**config.mk**
```make
export PLATFORM = sky130hd
export DESIGN_NAME = csef_top
export DESIGN_NICKNAME = d
export VERILOG_FILES = /design/src/verilog/csef_pkg.sv /design/src/verilog/csef_top.sv
export VERILOG_INCLUDE_DIRS = /design/src /design/src/verilog
export SDC_FILE = /design/constraint.sdc
export NUM_CORES = 1
export LEC_CHECK = 0
export ABC_AREA = 1
export BUFFER_PORTS_ARGS = -buffer_cell sky130_fd_sc_hd__buf_2
export CAP_MARGIN = 20
export CORE_ASPECT_RATIO = 0.8
export CORE_MARGIN = 2
export CORE_UTILIZATION = 50
export CTS_CLUSTER_SIZE = 40
export DETAILED_ROUTE_END_ITERATION = 12
export GPL_ROUTABILITY_DRIVEN = 0
export PLACE_DENSITY_LB_ADDON = 0.1
export SLEW_MARGIN = 20
export SYNTH_ARGS = -nofsm -noshare
export SYNTH_HDL_FRONTEND = slang
export SYNTH_SLANG_ARGS = --single-unit
```
**constraint.sdc**
```tcl
create_clock -name clock -period 3.2 [get_ports clock]
set_input_delay 0.96 -clock clock [delete_from_list [all_inputs] [get_ports clock]]
set_output_delay 0.96 -clock clock [all_outputs]
set_load 0.01 [all_outputs]
```
**src/verilog/csef_regs.svh**
```systemverilog
`ifndef CSEF_REGS_SVH
`define CSEF_REGS_SVH
`define CSEF_OFF_CTRL 12'h000
`define CSEF_OFF_STATE 12'h004
`define CSEF_OFF_SMODE 12'h008
`define CSEF_OFF_SRES 12'h00C
`define CSEF_OFF_CHTAB 12'h010
`define CSEF_OFF_IEN 12'h014
`define CSEF_OFF_ISRC 12'h018
`define CSEF_OFF_LOST 12'h01C
`define CSEF_OFF_RXC 12'h020
`define CSEF_OFF_TXC 12'h024
`define CSEF_OFF_FIFO 12'h028
`define CSEF_OFF_MINV 12'h02C
`define CSEF_OFF_ERRCNT 12'h030
`define CSEF_OFF_MBID 12'h034
`define CSEF_OFF_MASK 12'h038
`define CSEF_OFF_ICTL 12'h03C
`define CSEF_WARN_LIMIT 9'h060
`define CSEF_PASSIVE_LIMIT 9'h080
`define CSEF_BUSOFF_LIMIT 9'h100
`define CSEF_RECESS_RUN 4'hB
`define CSEF_RECESS_TIMES 8'h80
`define CSEF_FIFO_MBOX 5'h1C
`define CSEF_MODE_HALT 2'h2
`define CSEF_IDFM_MIXED 2'h2
`define CSEF_CTRL_RECSEL 1
`define CSEF_CTRL_FRCREC 3
`define CSEF_CTRL_OPMODE 4
`define CSEF_CTRL_IDFM 6
`define CSEF_CTRL_FIFO 8
`define CSEF_ISRC_BUSERR 0
`define CSEF_ISRC_WARN 1
`define CSEF_ISRC_PASSIVE 2
`define CSEF_ISRC_BOFF 3
`define CSEF_ISRC_BREC 4
`endif

```
**src/verilog/csef_pkg.sv**
```systemverilog
package csef_pkg;
	typedef enum logic [1:0] {
		SM_RX = 2'h0,
		SM_TX = 2'h1,
		SM_LOST = 2'h2,
		SM_CHAN = 2'h3
	} csef_smode_e;
	typedef enum logic [3:0] {
		FC_ACTIVE = 4'h1,
		FC_PASSIVE = 4'h2,
		FC_BUSOFF = 4'h4,
		FC_HALT = 4'h8
	} csef_fc_e;
endpackage

```
**src/verilog/csef_top.sv**
```systemverilog
// Behaviour
// - lost mode reports lowest lost mailbox
// - after clear, next mailbox; none sets empty
// - fifo mode reports mailbox 28 on fifo loss
// - channel mode encodes table bits lowest first
// - each result read advances to next channel
// - frame error bumps tx or rx counter
// - counter at 96 sets warning flag
// - counter at 128 enters passive, flags it
// - tx counter at 256 enters bus-off
// - per-source enables and source register
// - state register shows passive and bus-off
// - leave bus-off after 128 recessive runs
// - mode 00 recovers to active, flags recovery
// - forced recovery bit returns, self-clears
// - mode 01 halts at bus-off start, no flag
// - mode 10 halts after recovery, flags it
// - mode 11 halts on halt request, else 00
// - 11-bit standard, 29-bit extended identifiers
// - masked compare, accept when all match
// - mask-invalid bit disables mask per mailbox
// - compare rtr always, ide only mixed; here rtr is compared only with mask bit 29 set or mask invalid
// - modes 00/01 search rx/tx complete flags
// - fifo lost set on arrival when full
//
// The placing of the registers and the APB slave port were chosen for this implementation.
`timescale 1ns/10ps
`include "csef_regs.svh"
module csef_top #(
	parameter int NMBOX = 32,
	parameter int NCHAN = 8,
	parameter int FIFO_DEPTH = 4
) (
	input wire logic clock,
	input wire logic sys_rst,
	input wire logic clkEn,
	input wire logic psel,
	input wire logic penable,
	input wire logic pwrite,
	input wire logic [11:0] paddr,
	input wire logic [31:0] pwdata,
	output logic [31:0] prdata,
	output logic pready,
	output logic pslverr,
	input wire logic frameErr,
	input wire logic errWhileTx,
	input wire logic recessRun,
	input wire logic rxArrive,
	input wire logic [4:0] rxMbox,
	input wire logic rxDone,
	input wire logic [4:0] txMbox,
	input wire logic txDone,
	input wire logic fifoLevelPush,
	input wire logic fifoLevelPop,
	input wire logic [28:0] rxId,
	input wire logic rxIde,
	input wire logic rxRtr,
	input wire logic [4:0] filtMbox,
	output logic acceptOut,
	output logic busoffOut,
	output logic haltOut
);
	logic [31:0] ctrl_r;
	logic [1:0] smode_r;
	logic [NCHAN-1:0] chTab_r;
	logic [4:0] ien_r;
	logic [4:0] isrc_r;
	logic [NMBOX-1:0] lost_r;
	logic [NMBOX-1:0] rxc_r;
	logic [NMBOX-1:0] txc_r;
	logic [NMBOX-1:0] minv_r;
	logic fifoLost_r;
	logic [2:0] fifoCnt_r;
	logic [8:0] tec_r;
	logic [7:0] rec_r;
	logic [7:0] runCnt_r;
	logic [30:0] mbId_r;
	logic [30:0] mask_r;
	logic [7:0] ictl_r;
	csef_pkg::csef_fc_e fc_r;
	logic [5:0] sres_r;
	logic sempty_r;
	logic [31:0] prdata_r;
	logic pready_r;
	logic pslverr_r;
	logic accept_r;
	wire logic fifoMode = ctrl_r[`CSEF_CTRL_FIFO];
	wire logic [1:0] busoffRecoverySel = ctrl_r[`CSEF_CTRL_RECSEL +: 2];
	wire logic [1:0] operatingModeSel = ctrl_r[`CSEF_CTRL_OPMODE +: 2];
	wire logic forcedRecoveryBit = ctrl_r[`CSEF_CTRL_FRCREC];
	wire logic [1:0] idfm = ctrl_r[`CSEF_CTRL_IDFM +: 2];
	wire logic inReset = (operatingModeSel == 2'h1);
	wire logic setup = psel && !penable;
	wire logic wrEn = setup && pwrite;
	wire logic rdEn = setup && !pwrite;
	wire logic resRead = rdEn && (paddr == `CSEF_OFF_SRES);
	wire logic boff = (fc_r == csef_pkg::FC_BUSOFF);
	function automatic logic [5:0] lowest(input logic [NMBOX-1:0] v);
		logic [5:0] r;
		r = 6'h20;
		for (int i = NMBOX - 1; i >= 0; i--) begin
			if (v[i]) begin
				r = 6'(i);
			end
		end
		return r;
	endfunction
	function automatic logic wrAt(input logic [11:0] off);
		return wrEn && (paddr == off);
	endfunction
	logic [NMBOX-1:0] lostView;
	logic [NMBOX-1:0] rxView;
	logic [NMBOX-1:0] selView;
	logic [5:0] hit;
	always_comb begin
		lostView = lost_r;
		rxView = rxc_r;
		if (fifoMode) begin
			lostView[`CSEF_FIFO_MBOX] = fifoLost_r;
			rxView[`CSEF_FIFO_MBOX] = (fifoCnt_r != 3'h0);
		end else begin
			lostView[`CSEF_FIFO_MBOX] = lost_r[`CSEF_FIFO_MBOX] | fifoLost_r;
		end
		unique case (csef_pkg::csef_smode_e'(smode_r))
			csef_pkg::SM_RX: selView = rxView;
			csef_pkg::SM_TX: selView = txc_r;
			csef_pkg::SM_LOST: selView = lostView;
			csef_pkg::SM_CHAN: selView = NMBOX'(chTab_r);
		endcase
		hit = lowest(selView);
	end
	always_ff @(posedge clock) begin
		if (sys_rst) begin
			sres_r <= 6'h00;
			sempty_r <= 1'b1;
		end else if (clkEn) begin
			sres_r <= hit;
			sempty_r <= (selView == '0);
		end
	end
	always_ff @(posedge clock) begin
		if (sys_rst) begin
			chTab_r <= '0;
		end else if (clkEn) begin
			if (wrAt(`CSEF_OFF_CHTAB)) begin
				chTab_r <= pwdata[NCHAN-1:0];
			end else if (resRead && smode_r == 2'h3 && !sempty_r) begin
				chTab_r[sres_r[2:0]] <= 1'b0;
			end
		end
	end
	always_ff @(posedge clock) begin
		if (sys_rst) begin
			ctrl_r <= 32'h00000010;
			smode_r <= 2'h0;
			ien_r <= 5'h00;
			minv_r <= '0;
			mbId_r <= '0;
			mask_r <= '0;
			ictl_r <= 8'h00;
		end else if (clkEn) begin
			if (wrAt(`CSEF_OFF_CTRL)) begin
				ctrl_r <= pwdata;
			end else if (forcedRecoveryBit || !boff) begin
				ctrl_r[`CSEF_CTRL_FRCREC] <= 1'b0;
			end
			if (wrAt(`CSEF_OFF_SMODE)) begin
				smode_r <= pwdata[1:0];
			end
			if (wrAt(`CSEF_OFF_IEN) && inReset) begin
				ien_r <= pwdata[4:0];
			end
			if (wrAt(`CSEF_OFF_MINV)) begin
				minv_r <= pwdata[NMBOX-1:0];
			end
			if (wrAt(`CSEF_OFF_MBID)) begin
				mbId_r <= pwdata[30:0];
			end
			if (wrAt(`CSEF_OFF_MASK)) begin
				mask_r <= pwdata[30:0];
			end
			if (wrAt(`CSEF_OFF_ICTL)) begin
				ictl_r <= pwdata[7:0];
			end
		end
	end
	generate
		for (genvar m = 0; m < NMBOX; m++) begin : gMbox
			always_ff @(posedge clock) begin
				if (sys_rst) begin
					lost_r[m] <= 1'b0;
					rxc_r[m] <= 1'b0;
					txc_r[m] <= 1'b0;
				end else if (clkEn) begin
					if (rxArrive && rxMbox == 5'(m) &&
						!(fifoMode && m >= `CSEF_FIFO_MBOX)) begin
						lost_r[m] <= lost_r[m] | rxc_r[m];
						rxc_r[m] <= 1'b1;
					end else begin
						if (wrAt(`CSEF_OFF_LOST) && pwdata[m]) begin
							lost_r[m] <= 1'b0;
						end
						if (wrAt(`CSEF_OFF_RXC) && pwdata[m]) begin
							rxc_r[m] <= 1'b0;
						end
					end
					if (txDone && txMbox == 5'(m)) begin
						txc_r[m] <= 1'b1;
					end else if (wrAt(`CSEF_OFF_TXC) && pwdata[m]) begin
						txc_r[m] <= 1'b0;
					end
				end
			end
		end
	endgenerate
	wire logic fifoFull = (fifoCnt_r == 3'(FIFO_DEPTH));
	wire logic fifoIn = fifoMode && rxArrive && rxMbox >= `CSEF_FIFO_MBOX;
	always_ff @(posedge clock) begin
		if (sys_rst) begin
			fifoCnt_r <= 3'h0;
			fifoLost_r <= 1'b0;
		end else if (clkEn) begin
			if (fifoIn && fifoFull) begin
				fifoLost_r <= 1'b1;
			end else if (wrAt(`CSEF_OFF_FIFO) && pwdata[0]) begin
				fifoLost_r <= 1'b0;
			end
			if ((fifoIn || fifoLevelPush) && !fifoFull && !fifoLevelPop) begin
				fifoCnt_r <= fifoCnt_r + 3'h1;
			end else if (fifoLevelPop && !(fifoIn || fifoLevelPush) &&
				fifoCnt_r != 3'h0) begin
				fifoCnt_r <= fifoCnt_r - 3'h1;
			end
		end
	end
	logic boffEnter;
	logic recovered;
	logic [4:0] evt;
	always_comb begin
		boffEnter = frameErr && errWhileTx && !boff &&
			(9'(tec_r + 9'h1) >= `CSEF_BUSOFF_LIMIT);
		recovered = boff && ((recessRun &&
			runCnt_r == 8'(`CSEF_RECESS_TIMES - 8'h1)) ||
			forcedRecoveryBit);
		evt = 5'h00;
		evt[`CSEF_ISRC_BUSERR] = frameErr;
		evt[`CSEF_ISRC_WARN] = frameErr &&
			((errWhileTx && tec_r + 9'h1 == `CSEF_WARN_LIMIT) ||
			(!errWhileTx && {1'b0, rec_r} + 9'h1 == `CSEF_WARN_LIMIT));
		evt[`CSEF_ISRC_PASSIVE] = frameErr &&
			((errWhileTx && tec_r + 9'h1 == `CSEF_PASSIVE_LIMIT) ||
			(!errWhileTx &&
			{1'b0, rec_r} + 9'h1 == `CSEF_PASSIVE_LIMIT));
		evt[`CSEF_ISRC_BOFF] = boffEnter;
		evt[`CSEF_ISRC_BREC] = recovered && !forcedRecoveryBit &&
			(busoffRecoverySel == 2'h0 || busoffRecoverySel == 2'h2 ||
			(busoffRecoverySel == 2'h3 &&
			operatingModeSel != `CSEF_MODE_HALT));
	end
	always_ff @(posedge clock) begin
		if (sys_rst) begin
			tec_r <= 9'h000;
			rec_r <= 8'h00;
		end else if (clkEn) begin
			if (recovered) begin
				tec_r <= 9'h000;
				rec_r <= 8'h00;
			end else if (frameErr && !boff) begin
				if (errWhileTx) begin
					tec_r <= tec_r + 9'h1;
				end else if (rec_r != 8'hFF) begin
					rec_r <= rec_r + 8'h1;
				end
			end
		end
	end
	always_ff @(posedge clock) begin
		if (sys_rst) begin
			runCnt_r <= 8'h00;
		end else if (clkEn) begin
			if (!boff || recovered) begin
				runCnt_r <= 8'h00;
			end else if (recessRun) begin
				runCnt_r <= runCnt_r + 8'h1;
			end
		end
	end
	always_ff @(posedge clock) begin
		if (sys_rst) begin
			isrc_r <= 5'h00;
		end else if (clkEn) begin
			for (int b = 0; b < 5; b++) begin
				if (evt[b] && ien_r[b]) begin
					isrc_r[b] <= 1'b1;
				end else if (wrAt(`CSEF_OFF_ISRC) && pwdata[b]) begin
					isrc_r[b] <= 1'b0;
				end
			end
		end
	end
	always_ff @(posedge clock) begin
		if (sys_rst) begin
			fc_r <= csef_pkg::FC_ACTIVE;
		end else if (clkEn) begin
			unique case (fc_r)
				csef_pkg::FC_ACTIVE, csef_pkg::FC_PASSIVE: begin
					if (boffEnter) begin
						fc_r <= (busoffRecoverySel == 2'h1) ? csef_pkg::FC_HALT :
							csef_pkg::FC_BUSOFF;
					end else if (tec_r >= `CSEF_PASSIVE_LIMIT ||
						{1'b0, rec_r} >= `CSEF_PASSIVE_LIMIT) begin
						fc_r <= csef_pkg::FC_PASSIVE;
					end else begin
						fc_r <= csef_pkg::FC_ACTIVE;
					end
				end
				csef_pkg::FC_BUSOFF: begin
					if (busoffRecoverySel == 2'h3 &&
						operatingModeSel == `CSEF_MODE_HALT) begin
						fc_r <= csef_pkg::FC_HALT;
					end else if (recovered) begin
						fc_r <= (busoffRecoverySel == 2'h2 && !forcedRecoveryBit) ?
							csef_pkg::FC_HALT :
							csef_pkg::FC_ACTIVE;
					end
				end
				csef_pkg::FC_HALT: begin
					if (wrAt(`CSEF_OFF_CTRL) &&
						pwdata[`CSEF_CTRL_OPMODE +: 2] != `CSEF_MODE_HALT) begin
						fc_r <= csef_pkg::FC_ACTIVE;
					end
				end
				default: fc_r <= csef_pkg::FC_ACTIVE;
			endcase
		end
	end
	logic [30:0] rxVec;
	logic [30:0] cmpMask;
	always_comb begin
		rxVec = {rxIde, rxRtr, rxId};
		cmpMask = minv_r[filtMbox] ? '1 : mask_r;
		cmpMask[30] = cmpMask[30] && (idfm == `CSEF_IDFM_MIXED);
		if (!rxIde) begin
			cmpMask[17:0] = 18'h00000;
		end
	end
	always_ff @(posedge clock) begin
		if (sys_rst) begin
			accept_r <= 1'b0;
		end else if (clkEn) begin
			accept_r <= ((rxVec ^ mbId_r) & cmpMask) == '0;
		end
	end
	logic [31:0] rdMux;
	logic rdOk;
	always_comb begin
		rdOk = 1'b1;
		rdMux = 32'h00000000;
		unique case (paddr)
			`CSEF_OFF_CTRL: rdMux = ctrl_r;
			`CSEF_OFF_STATE: rdMux = {28'h0, fc_r == csef_pkg::FC_HALT,
				boff, fc_r == csef_pkg::FC_PASSIVE, inReset};
			`CSEF_OFF_SMODE: rdMux = {30'h0, smode_r};
			`CSEF_OFF_SRES: rdMux = {24'h0, sempty_r, 2'h0, sres_r[4:0]};
			`CSEF_OFF_CHTAB: rdMux = 32'(chTab_r);
			`CSEF_OFF_IEN: rdMux = {27'h0, ien_r};
			`CSEF_OFF_ISRC: rdMux = {27'h0, isrc_r};
			`CSEF_OFF_LOST: rdMux = 32'(lost_r);
			`CSEF_OFF_RXC: rdMux = 32'(rxc_r);
			`CSEF_OFF_TXC: rdMux = 32'(txc_r);
			`CSEF_OFF_FIFO: rdMux = {27'h0, fifoCnt_r, fifoCnt_r == 3'h0,
				fifoLost_r};
			`CSEF_OFF_MINV: rdMux = 32'(minv_r);
			`CSEF_OFF_ERRCNT: rdMux = {7'h0, tec_r, 8'h0, rec_r};
			`CSEF_OFF_MBID: rdMux = {1'b0, mbId_r};
			`CSEF_OFF_MASK: rdMux = {1'b0, mask_r};
			`CSEF_OFF_ICTL: rdMux = {24'h0, ictl_r};
			default: rdOk = 1'b0;
		endcase
	end
	always_ff @(posedge clock) begin
		if (sys_rst) begin
			prdata_r <= 32'h00000000;
			pready_r <= 1'b0;
			pslverr_r <= 1'b0;
		end else if (clkEn) begin
			pready_r <= setup;
			pslverr_r <= setup && !rdOk;
			if (rdEn) begin
				prdata_r <= rdMux;
			end
		end
	end
	assign prdata = prdata_r;
	assign pready = pready_r;
	assign pslverr = pslverr_r;
	assign acceptOut = accept_r;
	// one-hot state bits, taken straight from the state flops
	assign busoffOut = fc_r[2];
	assign haltOut = fc_r[3];
endmodule // csef_top

```
==> impl_metrics.py, run 1 <==
metrics = {
    "finish": {
        "nets": 2666,
        "mostFrequentLayoutCell": "a21oi_1",
        "final_cells": 3007,
        "drive_above_1_share_pct": 12.2,
        "antennaDiodeCount": 0,
        "syn_to_final_growth_pct": 16.3,
        "fill_cells": 3095,
        "final_cell_mix": "350 x a21oi_1, 337 x o21ai_0, 327 x inv_1",
    },
    "timing": {
        "tightest_slew_ns": 0.747,
        "max_slew_margin_pct": 49.5,
        "drv_slew": 0,
        "fin_skew_ns": 0.0186,
        "whs_ns": 0.448,
        "grt_setup_unrepaired": "no",
        "fin_crit_sh_pct": 90.6,
        "fmaxAchievable_ghz": 0.345,
        "period_minus_slack_ns": 2.90,
        "finalHoldViolCount": 0,
        "setup_violations": 0,
    },
    "detailed_routing": {
        "route.detailed.drc": 0,
        "detail_route.vias_per_cell": 6.07,
        "routed_wl_mm": 64.2,
        "via_count": 18200,
        "drt_pass1_iterations": 6,
        "drt_iter0_markers": 2418,
        "wl_per_cell_um": 21.4,
        "antenna_left": 0,
    },
    "hold_path": {
        "worstHoldEndpoint": "ctrl_r[30]$_SDFFE_PP0P_",
        "min_path_type": "flip-flop to flip-flop",
        "hold_depth": 2,
        "hp-start": "ctrl_r[30]$_SDFFE_PP0P_",
    },
    "worst_setup_path": {
        "regToRegSetupSlack_ns": 0.30,
        "critPathMaxFanout": 16,
        "critPathSlowestCell": "dfxtp_4",
        "criticalPathCategory": "flip-flop to flip-flop",
        "crit_start": "smode_r[0]$_SDFFE_PP0P_",
        "crit_path_max_incr_delay_ns": 0.39,
        "timing.rr.start": "smode_r[0]$_SDFFE_PP0P_",
        "end_kind": "flip-flop",
        "path_common_cell": "nand2_1",
        "cp.required_ns": 3.67,
        "r2r_cells": 35,
        "timing.rr.end": "sres_r[0]$_SDFFE_PP0P_",
        "worstSetupStartpointType": "flip-flop",
        "crit_arrival_ns": 3.37,
    },
    "cts": {
        "cts_max_level": 2,
        "max-clock-path-buffers": 3,
        "cts_buffers": 36,
        "cts_sinks": 324,
        "insertion_delay_ns": 0.54,
        "path_clk_slew_ns": 0.07,
        "cts_tree": "yes",
        "cts_root_buffer": "clkbuf_16",
        "hold_buffers": 0,
    },
    "global_route": {
        "antenna_found_initial": 1,
        "grt_use_met3_pct": 9.70,
        "grt_pass1_vias": 15800,
        "grt_util_all_layers_pct": 35.6,
        "grt_pass1_wl_mm": 95.4,
        "met1_usage_pct": 52.8,
        "grt_max_degree": 125,
        "gr-total-overflow": 0,
        "met2_usage_pct": 50.1,
        "busiest_layer": "met1",
    },
    "synthesis": {
        "synth.area.top_cells": "dfxtp_1 39%, a21oi_1 11%, o21ai_0 10%, inv_1 7.4%, nand2_1 6.9%",
        "synth-xor-area-share_pct": 2.26,
        "avgSynthCellArea_um2": 6.89,
        "synth_edf_count": 0,
        "ys_seq_elements": 324,
        "syn_area_mm2": 0.0167,
        "synthSimpleGateAreaFrac_pct": 17.2,
        "yosysSeqAreaShare_pct": 38.9,
        "muxShareOfSynthArea_pct": 0,
        "yosys.area.top_type": "dfxtp_1",
        "synth-compound-area-share_pct": 30.2,
        "async_reset_ff_share_pct": 0,
        "yosys.area_share.adder_pct": 0.570,
        "synth_nets": 2532,
        "synthesis.instances": 2421,
        "synth_warnings": 0,
        "ys.flop_type": "dfxtp_1",
        "yosysTopAreaCellShare_pct": 38.9,
        "synth.distinct_cells": 52,
        "synth_top_family_by_area": "compound AO/OA/AOI/OAI gates",
    },
    "pwr": {
        "power.leakage_nw": 7.01,
        "ir_drop_uv": 317,
        "p_per_area_mw_per_mm2": 455,
    },
    "run_status": {
        "status": "complete, no violations",
    },
    "floorplan": {
        "dieArea_mm2": 0.0348,
        "core_mm2": 0.0327,
        "rows": 59,
        "io_pins": 141,
        "chipWidth_um": 208,
        "die_h_um": 167,
        "start_util_pct": 51.0,
    },
    "placement": {
        "numPortBuffers": 139,
        "hpwl_mm": 47.8,
        "place_inst": 2940,
    },
    "job": {
        "cap_violations": 0,
    },
}
==> worst max-delay path by stage <==
| stage | endpoint | cells past startpoint |
|---|---|---|
| 6_report | sres_r[0]$_SDFFE_PP0P_ | 35 |
| 5_1_grt | sres_r[0]$_SDFFE_PP0P_ | 35 |
| 4_1_cts | sres_r[0]$_SDFFE_PP0P_ | 36 |
| 3_5_place_dp | acceptOut$_SDFFE_PP0P_ | 15 |
| 3_3_place_gp | acceptOut$_SDFFE_PP0P_ | 15 |
| 2_1_floorplan | prdata[4]$_SDFFE_PP0P_ | 12 |
==> what timing repair did <==
action                     in CTS  in global routing
buffers inserted                0                  4
setup endpoints to repair       0                  1
gates resized for setup         0                 12
==> power by group <==
| part | leakage, nW | internal, mW | switching (mW) | total (mW) |
|---|---|---|---|---|
| logic | 3.84 | 0.192 | 0.467 | 0.659 |
| clock network | 0.562 | 2.36 | 1.73 | 4.09 |
| registers | 2.61 | 4.06 | 0.0211 | 4.08 |
==> stage by stage <==
step	setup WS (ns)	total power [mW]	area (um2)	TNS, ns	utilization (%)
after detailed placement	-0.171	4.80	18200	-0.171	55.6
after global routing	0.00533	9.07	19400	0	59.3
after CTS	0.105	8.82	19300	0	59.1
after global placement	-0.123	4.79	18200	-0.123	55.6
after floorplan	0.299	4.51	16700	0	-
final	0.300	8.83	19400	0	59.3
==> layer usage <==
| metal | routed length [um] | vias to the layer above |
|---|---|---|
| met4 | 1770 | 0 |
| met2 | 25600 | 1138 |
| met1 | 27400 | 8449 |
| met3 | 9430 | 112 |
| li1 | - | 8546 |
| met5 | 0 | - |
==> final cells by class <==
cell class              count  area [um2]  area share, %
well taps                 427         534           2.76
clock inverters            10        77.6          0.400
inverters                 335        1270           6.56
flip-flops and latches    324        6490           33.5
multi-input cells        1630        8420           43.4
repair buffers            228        1530           7.91
clock buffers              53        1060           5.45
==> synthesized netlist by cell type (6+ instances only) <==
cell	n
a21oi_1	351
o21ai_0	337
inv_1	328
dfxtp_1	324
nand2_1	308
nor2_1	183
clkbuf_1	114
nor3_1	90
o22ai_1	77
nand3_1	52
xor2_1	36
o41ai_1	28
nand4_1	24
o221ai_1	17
o21ai_1	15
a211oi_1	13
a221oi_1	11
o31ai_1	10
o211ai_1	8
a221o_1	7
buf_1	7
o2111ai_1	7
xnor2_1	7
ha_1	6
nor4_1	6
==> sequential cells by signal, summed over array words and instances, names as in the netlist, 2 cells and up <==
register / flops
txc_r: 32
fc_r: 4
fifoCnt_r: 3
isrc_r: 5
tec_r: 9
prdata: 32
rec_r: 8
smode_r: 2
rxView: 31
ictl_r: 8
sres_r: 5
runCnt_r: 8
mbId_r: 31
chTab_r: 8
minv_r: 32
lostView: 31
mask_r: 31
ien_r: 5
ctrl_r: 32
==> cells by family (layout without fill, tap and decap cells) <==
family                     Yosys count  in the layout
buffers and inverters              467            626
AOI/OAI and AO/OA                  902            902
adders and majority gates            7              7
and+or+nand+nor                    678            678
xor gates and xnor gates            43             43
DFF                                324            324
==> worst max-delay path: cells and delay by family (launching register included) <==
kind,cells,cell delay (ns)
AND/OR/NAND/NOR,31,1.93
AO/OA/AOI/OAI,3,0.40
flip-flops,1,0.39
buffers and inverters,1,0.12
(Power assumes the default switching activity.)
==> run 2: changes to the inputs <==
- CTS_BUF_LIST: not set -> sky130_fd_sc_hd__clkbuf_4
- CTS_CLUSTER_DIAMETER: not set -> 150
==> run 2 against run 1 <==
Net effect:
- non-clock buffer count grew 3
- highest routed layer unchanged
- sequential power is essentially flat
- critical path type unchanged
- core utilization down 2.9 points
- maximum frequency decreased by 1.2%
- hold slack worse by 0.0061 ns
- clock skew rose by 0.20 ns
- flip-flop and latch count unchanged
==> impl_metrics.py, run 2 (synthesis gave the netlist of run 1 again) <==
metrics = {
    "finish": {
        "final_cell_mix": "349 x a21oi_1, 337 x o21ai_0, 327 x inv_1",
        "syn_to_final_growth_pct": 10.5,
        "mostFrequentLayoutCell": "a21oi_1",
        "final_cells": 2962,
        "nets": 2645,
        "drive_above_1_share_pct": 11.2,
    },
    "global_route": {
        "grt_pass1_vias": 15500,
        "gr-total-overflow": 0,
        "grt_max_degree": 125,
        "antenna_found_initial": 2,
        "grt_util_all_layers_pct": 34.8,
        "grt_pass1_wl_mm": 93.8,
    },
    "timing": {
        "fin_skew_ns": 0.223,
        "period_minus_slack_ns": 2.93,
        "tightest_slew_ns": 0.738,
        "setup_violations": 0,
        "max_slew_margin_pct": 50.1,
        "finalHoldViolCount": 0,
        "drv_slew": 0,
        "fin_crit_sh_pct": 91.7,
        "fin_setup_tns_ns": 0,
        "fmaxAchievable_ghz": 0.341,
    },
    "floorplan": {
        "io_pins": 141,
        "die_h_um": 167,
        "start_util_pct": 51.0,
        "dieArea_mm2": 0.0348,
        "rows": 59,
        "chipWidth_um": 208,
        "core_mm2": 0.0327,
    },
    "worst_setup_path": {
        "cp.required_ns": 3.95,
        "end_kind": "flip-flop",
        "criticalPathCategory": "flip-flop to flip-flop",
        "crit_arrival_ns": 3.68,
        "path_common_cell": "nand2_1",
        "crit_path_max_incr_delay_ns": 0.48,
        "critPathSlowestCell": "dfxtp_4",
        "worstSetupStartpointType": "flip-flop",
        "critPathMaxFanout": 16,
    },
    "pwr": {
        "power.switching_mw": 1.76,
        "ir_drop_uv": 286,
        "p_sw_share_pct": 28.1,
        "p_comb_share_pct": 10.5,
        "sequentialPowerShare_pct": 65.8,
        "power.leakage_nw": 6.55,
        "p_int_mw": 4.49,
        "p_per_area_mw_per_mm2": 339,
        "pwr-share-clk_pct": 23.7,
    },
    "cts": {
        "cts_buffers": 12,
        "cts_max_level": 1,
        "insertion_delay_ns": 0.84,
        "path_clk_slew_ns": 0.42,
        "cts_sinks": 324,
        "cts_tree": "yes",
        "cts_root_buffer": "clkbuf_4",
        "max-clock-path-buffers": 3,
    },
    "detailed_routing": {
        "drt_pass1_iterations": 6,
        "via_count": 18000,
        "routed_wl_mm": 63.3,
        "route.detailed.drc": 0,
        "top_layer": "met4",
        "antenna_left": 0,
        "detail_route.vias_per_cell": 6.09,
        "drt-met1-wl_mm": 27.4,
        "drt_iter0_markers": 2371,
        "wl_met2_mm": 25.4,
        "wl_per_cell_um": 21.4,
        "met3_length_mm": 8.97,
    },
    "placement": {
        "place_inst": 2940,
        "hpwl_mm": 47.8,
        "numPortBuffers": 139,
    },
    "hold_path": {
        "min_path_type": "input port to flip-flop",
    },
    "run_status": {
        "status": "complete, no violations",
    },
    "job": {
        "cap_violations": 0,
    },
}
==> run 2: power groups by stage <==
stage                     logic, mW  registers (mW)  clock network (mW)
after floorplan               0.350            4.16                   0
after global placement        0.623            4.17                   0
after detailed placement      0.633            4.17                   0
after CTS                     0.635            4.11                1.48
after global routing          0.711            4.12                1.61
final                         0.655            4.11                1.48
==> run 2: layout make-up <==
type                       count  area (um2)
inverter                     335        1270
sequential                   324        6490
fill                        3196       14300
tap                          427         534
clock buffer                  13        97.6
timing repair buffer         231        1560
antenna                        1        2.50
clock inverter                 1        30.0
multi-input combinational   1630        8440
==> run 2: worst paths after layout <==
path	endpoint	slack [ns]	startpoint	cells past startpoint
setup reg to reg	sres_r[0]$_SDFFE_PP0P_	0.27	smode_r[0]$_SDFFE_PP0P_	31
hold / removal	acceptOut$_SDFFE_PP0P_	0.44	rxIde	4
hold reg to reg	lostView[16]$_SDFFE_PP0P_	0.45	rxView[16]$_SDFFE_PP0P_	2
setup / recovery	sres_r[0]$_SDFFE_PP0P_	0.27	smode_r[0]$_SDFFE_PP0P_	31
==> run 2: per-layer routing <==
layer / vias to the layer above / track usage, %
met5: - / 0
met4: 0 / 7.79
met3: 79 / 8.51
met2: 1088 / 49.2
met1: 8390 / 52.8
li1: 8474 / -
==> run 2: repair_timing <==
action | CTS | global route
hold buffers | 0 | 0
endpoints found under the hold margin | 0 | 0
endpoints found under the setup margin | 0 | 1
setup buffers | 0 | 7
resized for setup | 0 | 17
==> run 2: per-stage QoR <==
stage	total power, mW	hold slack [ns]	instance area [um2]	utilization, %	worst slack [ns]
floorplan	4.51	0.422	16700	-	0.299
CTS	6.23	0.422	18300	56.0	0.00740
global route	6.44	0.437	18400	56.3	-0.00165
global placement	4.79	0.432	18200	55.6	-0.123
finish	6.25	0.442	18400	56.3	0.266
detailed placement	4.80	0.437	18200	55.6	-0.171
==> run 2: worst max-delay path, delay by kind of cell (launching register included) <==
| kind | cells | cell delay [ns] |
|---|---|---|
| compound gates | 3 | 0.50 |
| buf+inv | 1 | 0.11 |
| flops | 1 | 0.48 |
| simple gates | 27 | 1.76 |
